### config.mk
export PLATFORM = sky130hd
export DESIGN_NAME = debug_unit
export DESIGN_NICKNAME = d
export VERILOG_FILES = /design/src/core/dbg_pkg.sv /design/src/core/core_access_if.sv /design/src/core/bp_match.sv /design/src/core/debug_unit.sv
export SDC_FILE = /design/constraint.sdc
export NUM_CORES = 1
export LEC_CHECK = 0
export BUFFER_PORTS_ARGS = -buffer_cell sky130_fd_sc_hd__buf_4
export CORE_ASPECT_RATIO = 0.6
export CORE_MARGIN = 2
export CORE_UTILIZATION = 60
export DETAILED_ROUTE_END_ITERATION = 8
export PLACE_DENSITY = 0.79
export SETUP_SLACK_MARGIN = 0.3
export SLEW_MARGIN = 40
export SYNTH_ARGS = -nofsm -noshare
export SYNTH_HDL_FRONTEND = slang
export SYNTH_HIERARCHICAL = 1
export SYNTH_SLANG_ARGS = --single-unit
### constraint.sdc
create_clock -name pclk -period 4.35 [get_ports pclk]
set_clock_uncertainty 0.1 [all_clocks]
set_input_delay 1.305 -clock pclk [delete_from_list [all_inputs] [get_ports pclk]]
set_output_delay 1.305 -clock pclk [all_outputs]
set_load 0.02 [all_outputs]
### src/core/dbg_pkg.sv
package dbg_pkg;
	// ---------------------------------------------------------------
	// Register map (byte addresses)
	// ---------------------------------------------------------------
	localparam logic [11:0] ADDR_CFG = 12'h000;
	localparam logic [11:0] ADDR_STATUS = 12'h004;
	localparam logic [11:0] ADDR_IRQ_STAT = 12'h008;
	localparam logic [11:0] ADDR_IRQ_MASK = 12'h00C;
	localparam logic [11:0] ADDR_BP0 = 12'h010;
	localparam logic [11:0] ADDR_BP3 = 12'h01C;
	localparam logic [31:0] CFG_RST = 32'h0000_0000;
	localparam logic [31:0] BP_RST = 32'h0000_0000;
	localparam logic [2:0] IRQ_MASK_RST = 3'h0;
	// ---------------------------------------------------------------
	// Breakpoint word fields
	// ---------------------------------------------------------------
	localparam int BPF_ADDR = 0;
	localparam int BPF_DATA = 16;
	localparam int BPF_EN = 24;
	localparam int BPF_RD = 25;
	localparam int BPF_WR = 26;
	localparam int BPF_SPM = 27;
	// ---------------------------------------------------------------
	// Configuration fields
	// ---------------------------------------------------------------
	localparam int CF_RANGE = 0;
	localparam int CF_OUTSIDE = 1;
	localparam int CF_AND = 2;
	localparam int CF_PSEL = 3;
	localparam int CF_COMB = 5;
	localparam int CF_EVOUT = 6;
	localparam int CF_EVHALT = 7;
	localparam int CF_HALT = 8;
	localparam int CF_EVT = 12;
	localparam int CF_TRACE = 16;
	// ---------------------------------------------------------------
	// Interrupt status bits
	// ---------------------------------------------------------------
	localparam int IRQ_BRK = 0;
	localparam int IRQ_EXT = 1;
	localparam int IRQ_DONE = 2;
	// ---------------------------------------------------------------
	// Serial frame layout
	// ---------------------------------------------------------------
	localparam int FRAME_W = 40;
	localparam int FR_OP = 36;
	localparam int FR_SPACE = 33;
	localparam int FR_ADDR = 16;
	localparam int FR_DATA = 0;
	localparam int FO_TRACE_V = 39;
	localparam int FO_HALTED = 38;
	localparam int FO_RDATA_V = 37;
	localparam int FO_PC = 16;
	localparam int FO_RDATA = 8;
	typedef enum logic [2:0] {
		SP_CODE = 3'h0,
		SP_SFR = 3'h1,
		SP_DIRECT = 3'h2,
		SP_INDIRECT = 3'h3,
		SP_EXT = 3'h4,
		SP_COREREG = 3'h5
	} space_e;
	typedef enum logic [3:0] {
		OP_NOP = 4'h0,
		OP_HALT = 4'h1,
		OP_RUN = 4'h2,
		OP_RESET = 4'h3,
		OP_STEP = 4'h4,
		OP_READ = 4'h5,
		OP_WRITE = 4'h6
	} op_e;
endpackage

### src/core/core_access_if.sv
`timescale 1ns/1ns
interface core_access_if;
	logic valid;
	logic write;
	logic [2:0] space;
	logic [15:0] addr;
	logic [7:0] data;
	modport src (output valid, output write, output space, output addr, output data);
	modport mon (input valid, input write, input space, input addr, input data);
endinterface

### src/core/bp_match.sv
`timescale 1ns/1ns
module bp_match
	import dbg_pkg::*;
(
	// Clock and reset
	input wire logic pclk,
	input wire logic presetn,
	// Observed core access
	core_access_if.mon acc,
	// Settings
	input wire logic [31:0] bp_word [4],
	input wire logic [31:0] cfg,
	// Results
	output logic brk_halt_r,
	output logic brk_event_r,
	output logic [3:0] hit_r
);
	// Access type and memory space qualification of one comparator.
	function automatic logic qual(input logic [31:0] w);
		logic sp_ok;
		sp_ok = (acc.space <= SP_EXT) && w[BPF_SPM + int'(acc.space)];
		return w[BPF_EN] & acc.valid & (acc.write ? w[BPF_WR] : w[BPF_RD]) & sp_ok;
	endfunction

	wire [15:0] lo = bp_word[0][BPF_ADDR +: 16];
	wire [15:0] hi = bp_word[1][BPF_ADDR +: 16];
	wire in_range = (acc.addr >= lo) && (acc.addr <= hi);
	wire range_m = qual(bp_word[0]) & (in_range ^ cfg[CF_OUTSIDE]);
	wire [2:0] am;
	assign am[0] = cfg[CF_RANGE] ? range_m : qual(bp_word[0]) & (acc.addr == lo);
	assign am[1] = ~cfg[CF_RANGE] & qual(bp_word[1]) & (acc.addr == hi);
	assign am[2] = qual(bp_word[2]) & (acc.addr == bp_word[2][BPF_ADDR +: 16]);
	wire dm = qual(bp_word[3]) & (acc.addr == bp_word[3][BPF_ADDR +: 16])
		& (acc.data == bp_word[3][BPF_DATA +: 8]);
	wire [1:0] psel = cfg[CF_PSEL +: 2];
	wire comb = cfg[CF_COMB] & (psel != 2'h3);
	wire partner = (psel == 2'h3) ? 1'b0 : am[psel];
	wire comb_m = cfg[CF_AND] ? (dm & partner) : (dm | partner);
	// A partner that is combined only acts through the combined term.
	wire [3:0] eff;
	assign eff[0] = am[0] & ~(comb && psel == 2'h0);
	assign eff[1] = am[1] & ~(comb && psel == 2'h1);
	assign eff[2] = am[2] & ~(comb && psel == 2'h2);
	assign eff[3] = comb ? comb_m : dm;

	always_ff @(posedge pclk or negedge presetn) begin
		if (!presetn) begin
			brk_halt_r <= 1'b0;
			brk_event_r <= 1'b0;
			hit_r <= 4'h0;
		end else begin
			brk_halt_r <= |(eff & cfg[CF_HALT +: 4]);
			brk_event_r <= |(eff & cfg[CF_EVT +: 4]);
			hit_r <= eff;
		end
	end
endmodule

### src/core/debug_unit.sv
`timescale 1ns/1ns
module debug_unit
	import dbg_pkg::*;
(
	// Clock and reset
	input wire logic pclk,
	input wire logic presetn,
	// APB slave
	input wire logic psel,
	input wire logic penable,
	input wire logic pwrite,
	input wire logic [11:0] paddr,
	input wire logic [31:0] pwdata,
	output logic [31:0] prdata,
	output logic pready,
	output logic pslverr,
	// Interrupt
	output logic irq,
	// Serial debug link
	input wire logic link_tck,
	input wire logic link_sel,
	input wire logic link_tdi,
	output logic link_tdo,
	// Debug event pin
	input wire logic event_in,
	output logic event_out,
	output logic event_oe,
	// Core access observation
	input wire logic acc_valid,
	input wire logic acc_write,
	input wire logic [2:0] acc_space,
	input wire logic [15:0] acc_addr,
	input wire logic [7:0] acc_data,
	// Core retire stream
	input wire logic instr_valid,
	input wire logic [15:0] instr_pc,
	// Core run control
	output logic core_halt,
	output logic core_reset,
	output logic core_step,
	output logic core_stall,
	// Cycle-stealing access port
	output logic dbg_req,
	output logic dbg_write,
	output logic [2:0] dbg_space,
	output logic [15:0] dbg_addr,
	output logic [7:0] dbg_wdata,
	input wire logic dbg_ack,
	input wire logic [7:0] dbg_rdata
);
	import dbg_pkg::*;

	// ---------------------------------------------------------------
	// Register state
	// ---------------------------------------------------------------
	logic [31:0] cfg_r;
	logic [31:0] bp_r [4];
	logic [2:0] irq_stat_r;
	logic [2:0] irq_mask_r;
	logic [31:0] prdata_r;
	logic pready_r;
	logic pslverr_r;
	logic irq_r;

	// ---------------------------------------------------------------
	// Pin synchronisers
	// ---------------------------------------------------------------
	// Every pin crosses two flops; the second stage feeds logic, and a third flop on tck, sel and event_in feeds the edge detectors.
	logic [1:0] tck_s;
	logic [1:0] sel_s;
	logic [1:0] tdi_s;
	logic [1:0] evi_s;
	logic tck_d;
	logic sel_d;
	logic evi_d;

	always_ff @(posedge pclk or negedge presetn) begin
		if (!presetn) begin
			tck_s <= 2'h0;
			sel_s <= 2'h0;
			tdi_s <= 2'h0;
			evi_s <= 2'h3;
			tck_d <= 1'b0;
			sel_d <= 1'b0;
			evi_d <= 1'b1;
		end else begin
			tck_s <= {tck_s[0], link_tck};
			sel_s <= {sel_s[0], link_sel};
			tdi_s <= {tdi_s[0], link_tdi};
			evi_s <= {evi_s[0], event_in};
			tck_d <= tck_s[1];
			sel_d <= sel_s[1];
			evi_d <= evi_s[1];
		end
	end

	wire tck_rise = tck_s[1] & ~tck_d;
	wire tck_fall = ~tck_s[1] & tck_d;
	wire frame_start = sel_s[1] & ~sel_d;
	wire frame_end = ~sel_s[1] & sel_d;
	wire ev_input_mode = ~cfg_r[CF_EVOUT];
	wire ext_fall = ev_input_mode & evi_d & ~evi_s[1];

	// ---------------------------------------------------------------
	// Breakpoint logic
	// ---------------------------------------------------------------
	core_access_if acc ();
	assign acc.valid = acc_valid;
	assign acc.write = acc_write;
	assign acc.space = acc_space;
	assign acc.addr = acc_addr;
	assign acc.data = acc_data;

	logic brk_halt;
	logic brk_event;
	logic [3:0] bp_hit;

	bp_match u_bp (
		.pclk (pclk),
		.presetn (presetn),
		.acc (acc.mon),
		.bp_word (bp_r),
		.cfg (cfg_r),
		.brk_halt_r (brk_halt),
		.brk_event_r (brk_event),
		.hit_r (bp_hit)
	);

	wire any_break = brk_halt | brk_event;
	wire ext_halt = ext_fall & cfg_r[CF_EVHALT];

	// ---------------------------------------------------------------
	// Serial frame shifters
	// ---------------------------------------------------------------
	logic [FRAME_W-1:0] in_sr_r;
	logic [FRAME_W-1:0] out_sr_r;
	logic tdo_r;

	wire op_e cmd_op = op_e'(in_sr_r[FR_OP +: 4]);
	wire do_cmd = frame_end;
	wire is_mem_op = (cmd_op == OP_READ) || (cmd_op == OP_WRITE);

	// ---------------------------------------------------------------
	// Run control and trace state
	// ---------------------------------------------------------------
	logic halt_r;
	logic reset_r;
	logic step_r;
	logic stall_r;
	logic trace_v_r;
	logic [15:0] trace_pc_r;
	logic req_r;
	logic req_wr_r;
	logic [2:0] req_space_r;
	logic [15:0] req_addr_r;
	logic [7:0] req_wdata_r;
	logic rdata_v_r;
	logic [7:0] rdata_r;
	logic ev_out_r;

	wire trace_en = cfg_r[CF_TRACE];
	wire [FRAME_W-1:0] out_word = {trace_v_r, halt_r, rdata_v_r, 5'h00, trace_pc_r,
		rdata_r, 8'h00};

	// Data is taken on the link clock's rising edge and driven on its falling one.
	always_ff @(posedge pclk or negedge presetn) begin
		if (!presetn) begin
			in_sr_r <= '0;
			out_sr_r <= '0;
			tdo_r <= 1'b0;
		end else if (frame_start) begin
			out_sr_r <= out_word;
			tdo_r <= out_word[FRAME_W-1];
		end else if (sel_s[1]) begin
			if (tck_rise) begin
				in_sr_r <= {in_sr_r[FRAME_W-2:0], tdi_s[1]};
			end
			if (tck_fall) begin
				out_sr_r <= {out_sr_r[FRAME_W-2:0], 1'b0};
				tdo_r <= out_sr_r[FRAME_W-2];
			end
		end
	end

	// Halt is sticky; breaks and external events may only set it.
	always_ff @(posedge pclk or negedge presetn) begin
		if (!presetn) begin
			halt_r <= 1'b0;
			reset_r <= 1'b0;
			step_r <= 1'b0;
		end else begin
			reset_r <= do_cmd && cmd_op == OP_RESET;
			step_r <= do_cmd && cmd_op == OP_STEP && halt_r;
			if (brk_halt || ext_halt || (do_cmd && cmd_op == OP_HALT)) begin
				halt_r <= 1'b1;
			end else if (do_cmd && cmd_op == OP_RUN) begin
				halt_r <= 1'b0;
			end
		end
	end

	// One trace record is held at a time; the core waits until a frame
	// has taken it, so tracing limits the core to the link's frame rate.
	always_ff @(posedge pclk or negedge presetn) begin
		if (!presetn) begin
			trace_v_r <= 1'b0;
			trace_pc_r <= 16'h0000;
			stall_r <= 1'b0;
		end else begin
			if (trace_en && instr_valid) begin
				trace_v_r <= 1'b1;
				trace_pc_r <= instr_pc;
			end else if (frame_start) begin
				trace_v_r <= 1'b0;
			end
			stall_r <= trace_en & ((trace_v_r & ~frame_start) | instr_valid);
		end
	end

	// The core serves the request in a spare cycle while it keeps running.
	always_ff @(posedge pclk or negedge presetn) begin
		if (!presetn) begin
			req_r <= 1'b0;
			req_wr_r <= 1'b0;
			req_space_r <= 3'h0;
			req_addr_r <= 16'h0000;
			req_wdata_r <= 8'h00;
		end else if (req_r) begin
			if (dbg_ack) begin
				req_r <= 1'b0;
			end
		end else if (do_cmd && is_mem_op) begin
			req_r <= 1'b1;
			req_wr_r <= cmd_op == OP_WRITE;
			req_space_r <= in_sr_r[FR_SPACE +: 3];
			req_addr_r <= in_sr_r[FR_ADDR +: 16];
			req_wdata_r <= in_sr_r[FR_DATA +: 8];
		end
	end

	always_ff @(posedge pclk or negedge presetn) begin
		if (!presetn) begin
			rdata_v_r <= 1'b0;
			rdata_r <= 8'h00;
		end else if (req_r && dbg_ack && !req_wr_r) begin
			rdata_v_r <= 1'b1;
			rdata_r <= dbg_rdata;
		end else if (frame_start) begin
			rdata_v_r <= 1'b0;
		end
	end

	// ---------------------------------------------------------------
	// Event pin
	// ---------------------------------------------------------------
	// A break is a one-cycle flag from the comparators, so one pulse each.
	always_ff @(posedge pclk or negedge presetn) begin
		if (!presetn) begin
			ev_out_r <= 1'b0;
		end else begin
			ev_out_r <= cfg_r[CF_EVOUT] & brk_event;
		end
	end

	// ---------------------------------------------------------------
	// APB slave
	// ---------------------------------------------------------------
	wire setup = psel & ~penable;
	wire access = psel & penable & pready_r;
	wire wr_acc = access & pwrite;
	wire [1:0] bp_idx = paddr[3:2];
	wire is_bp = (paddr >= ADDR_BP0) && (paddr <= ADDR_BP3) && (paddr[1:0] == 2'h0);
	wire is_cfg = paddr == ADDR_CFG;
	wire is_stat = paddr == ADDR_STATUS;
	wire is_istat = paddr == ADDR_IRQ_STAT;
	wire is_imask = paddr == ADDR_IRQ_MASK;
	wire mapped = is_bp | is_cfg | is_stat | is_istat | is_imask;
	wire [31:0] status_word = {20'h00000, bp_hit, 1'b0, rdata_v_r, req_r, trace_v_r,
		stall_r, evi_d, halt_r, halt_r};
	wire [31:0] rd_mux = is_cfg ? cfg_r :
		is_stat ? status_word :
		is_istat ? {29'h0, irq_stat_r} :
		is_imask ? {29'h0, irq_mask_r} :
		is_bp ? bp_r[bp_idx] : 32'h0000_0000;
	wire [2:0] irq_set = {req_r & dbg_ack, ext_fall, any_break};
	wire [2:0] irq_clr = (wr_acc && is_istat) ? pwdata[2:0] : 3'h0;

	// Zero wait states: pready rises in the first access cycle.
	always_ff @(posedge pclk or negedge presetn) begin
		if (!presetn) begin
			pready_r <= 1'b0;
			pslverr_r <= 1'b0;
			prdata_r <= 32'h0000_0000;
		end else begin
			pready_r <= setup;
			pslverr_r <= setup & ~mapped;
			if (setup && !pwrite) begin
				prdata_r <= rd_mux;
			end
		end
	end

	always_ff @(posedge pclk or negedge presetn) begin
		if (!presetn) begin
			cfg_r <= CFG_RST;
			irq_mask_r <= IRQ_MASK_RST;
		end else if (wr_acc) begin
			if (is_cfg) begin
				cfg_r <= pwdata;
			end
			if (is_imask) begin
				irq_mask_r <= pwdata[2:0];
			end
		end
	end

	for (genvar i = 0; i < 4; i++) begin : g_bp
		always_ff @(posedge pclk or negedge presetn) begin
			if (!presetn) begin
				bp_r[i] <= BP_RST;
			end else if (wr_acc && is_bp && bp_idx == 2'(i)) begin
				bp_r[i] <= pwdata;
			end
		end
	end

	// A new event in the clearing cycle keeps its bit set.
	always_ff @(posedge pclk or negedge presetn) begin
		if (!presetn) begin
			irq_stat_r <= 3'h0;
			irq_r <= 1'b0;
		end else begin
			irq_stat_r <= (irq_stat_r & ~irq_clr) | irq_set;
			irq_r <= |(irq_stat_r & irq_mask_r);
		end
	end

	// ---------------------------------------------------------------
	// Outputs
	// ---------------------------------------------------------------
	assign prdata = prdata_r;
	assign pready = pready_r;
	assign pslverr = pslverr_r;
	assign irq = irq_r;
	assign link_tdo = tdo_r;
	assign event_out = ev_out_r;
	assign event_oe = cfg_r[CF_EVOUT];
	assign core_halt = halt_r;
	assign core_reset = reset_r;
	assign core_step = step_r;
	assign core_stall = stall_r;
	assign dbg_req = req_r;
	assign dbg_write = req_wr_r;
	assign dbg_space = req_space_r;
	assign dbg_addr = req_addr_r;
	assign dbg_wdata = req_wdata_r;
endmodule

==> results.json <==
{
  "wirelength_um": 42700,
  "clockBufferDepth": 3,
  "hold_viol": 0,
  "synth_edf_count": 0,
  "synth.area.top_cells": "dfrtp_1 53%, mux2_2 15%, mux4_2 4.8%",
  "syn_inst": 1242,
  "regArea_mm2": 0.00876,
  "grt_max_degree": 60,
  "syn_area_per_cell_um2": 13.3,
  "vias": 11100,
  "synth_nets": 1384,
  "die_area_mm2": 0.0289,
  "p_per_area_mw_per_mm2": 339,
  "areaGrowthSynthToFinish_pct": 17.8,
  "io_pins": 179,
  "syn_area_mm2": 0.0165,
  "htreeDepth": 2,
  "fmax_mhz": 282,
  "grt_pass1_wl_um": 66600,
  "startpoint_type": "input pin",
  "setup_slack_ps": 799,
  "die_w_um": 218,
  "via_per_inst": 6.14,
  "endpoint_kind": "flop",
  "cp_cell_sequence": "buf_4, ha_1, nand4_1, or4_1, nor4_1, nor3_1, nor3_1, xor2_1, a21o_1, a21oi_1, o221ai_1",
  "rows": 46,
  "io_buffers": 178,
  "clk_pin_slew_worst_paths_ps": 60,
  "dieHeight_um": 132,
  "cts_root_buf": "clkbuf_16",
  "tightest_slew_ps": 735,
  "first_pass_iters": 7,
  "post-route-period-util_pct": 81.6,
  "leakagePower_nw": 9.45,
  "synth_top_area_share_pct": 52.6,
  "crit_family": "simple AND/OR/NAND/NOR gates",
  "fin_setup_tns_ps": 0,
  "slew_headroom_pct": 50.9,
  "maxCapViolCount": 0,
  "slowest_delay_ps": 590,
  "cts_buffers": 34,
  "peakVddDrop_uv": 324,
  "drt_iter0_markers": 1034,
  "hold_path_class": "flop to flop",
  "tritoncts": "done",
  "multiInputGateArea_mm2": 0.00723,
  "grt_usage_pct": 30.5,
  "clock_sinks": 350,
  "synthTopCellsByCount": "347 x dfrtp_1, 224 x mux2_2, 60 x nand2_1",
  "timing.hold.ws_ps": 249,
  "yosys.area.top_type": "dfrtp_1",
  "critical_path_required_ps": 4630,
  "period_minus_slack_ps": 3550,
  "core_mm2": 0.0267,
  "slew_viol_final": 0,
  "grt_pass1_vias": 11100,
  "ys_async_sr_fraction_pct": 100,
  "outcome": "complete, no violations",
  "cp_slowest_cell": "or4_1",
  "yosysMostFrequentCell": "dfrtp_1",
  "synth-seq-cells": 350,
  "finish.net_count": 1562,
  "rsz0062_at_grt": "false",
  "place_hpwl_um": 30500,
  "crit_top_cell": "nor3_1",
  "cp_data_arrival_time_ps": 3830,
  "seq_area_frac_synth_pct": 53.1,
  "crit_fanout": 4,
  "grt_overflow": 0,
  "drive_gt1_share_pct": 37.0,
  "final_antenna_net_count": 0,
  "yosysWarnings": 6,
  "place_ws_ps": 305,
  "ys.flop_type": "dfrtp_1",
  "post_cts_resized": 0,
  "crit_type": "input pin to flop",
  "ctsHoldBuffers": 0,
  "drcViolationCount": 0,
  "gp_congestion": 0.991,
  "antenna_found_initial": 4,
  "path_buf_inv": 1,
  "setup_violations": 0,
  "n_fill_cell": 1836,
  "ys_types": 63,
  "start_util_pct": 61.8,
  "wl_per_cell_um": 23.6,
  "clk_latency_ps": 530,
  "post-cts-setup-buffers": 0
}
## state kept, by name (all words and copies together) (netlist names), 2 cells and up
name        count
out_sr_r       31
irq_mask_r      3
dbg_addr       16
tck_s           2
dbg_space       3
bp_r          128
dbg_wdata       8
sel_s           2
irq_stat_r      3
evi_s           2
rdata_r         8
tdi_s           2
trace_pc_r     16
cfg_r          32
in_sr_r        40
u_bp/hit_r      4
prdata         32
## placed cells by master (no fill, tap or decap), types with 5 or more instances in the layout
cell type  count
dfrtp_1      347
mux2_2       224
buf_4        194
nand2_1       60
inv_1         56
o21ai_0       53
mux2i_1       43
mux4_2        35
mux2_1        34
clkbuf_16     34
ha_1          34
a21oi_1       32
xnor2_1       30
nor2_1        22
a221o_1       21
nand4_1       17
nor3_1        17
nor2b_1       13
and2_0        13
xor2_1        12
nand3_1       11
and2_1        10
o221ai_1      10
clkbuf_1      10
buf_12         8
nor4_1         7
a22o_1         6
mux4_1         6
a21o_1         5
## area by class of cell
cell class / instances / share of cell area (%)
Inverter: 56 / 1.08
Antenna cell: 3 / 0.0386
Timing Repair Buffer: 207 / 8.83
Clock buffer: 48 / 4.85
Multi-Input combinational cell: 771 / 37.2
Tap cell: 360 / 2.32
Clock inverter: 12 / 0.611
Sequential cell: 350 / 45.1
## kinds of logic after synthesis
logic type,share of synthesized area [%]
buffers and inverters,3.33
muxes,25.9
adders and majority gates,2.58
DFF,53.1
and+or+nand+nor,6.78
xor gates and xnor gates,2.23
AOI/OAI and AO/OA,6.09
## through the flow
step	utilization [%]	instances	cell area [um2]	power, mW
3_3_place_gp	68.5	1740	18300	3.77
6_report	72.8	1807	19400	6.59
5_1_grt	72.8	1806	19400	6.82
3_5_place_dp	68.8	1744	18400	3.79
2_1_floorplan	-	1242	16500	3.53
4_1_cts	72.8	1804	19400	6.63
## layer usage
metal	wire length [um]	vias to the layer above	global-route usage, %
li1	-	4888	-
met3	4460	75	10.0
met2	17300	478	39.8
met4	958	2	8.88
met1	19900	5656	48.1
met5	13	-	0
## power by group
| group | switching [mW] | internal [mW] | total, mW | leakage, nW |
|---|---|---|---|---|
| Combinational | 0.255 | 0.180 | 0.435 | 4.10 |
| Clock | 1.26 | 1.59 | 2.85 | 0.510 |
| Sequential | 0.0176 | 3.28 | 3.30 | 4.84 |
## path summary, 6_finish.rpt
check / startpoint / end / slack (ps) / cells after the start
max: acc_addr[13] / u_bp/brk_event_r / 800 / 11
min: tck_s[0] / tck_s[1] / 250 / 0
max reg2reg: bp_r[111] / u_bp/brk_event_r / 1270 / 11
min reg2reg: tck_s[0] / tck_s[1] / 250 / 0
max in group asynchronous: presetn / evi_s[0] / 2520 / 3
min in group asynchronous: presetn / bp_r[49] / 590 / 1
Power figures use the tool's default switching activity.
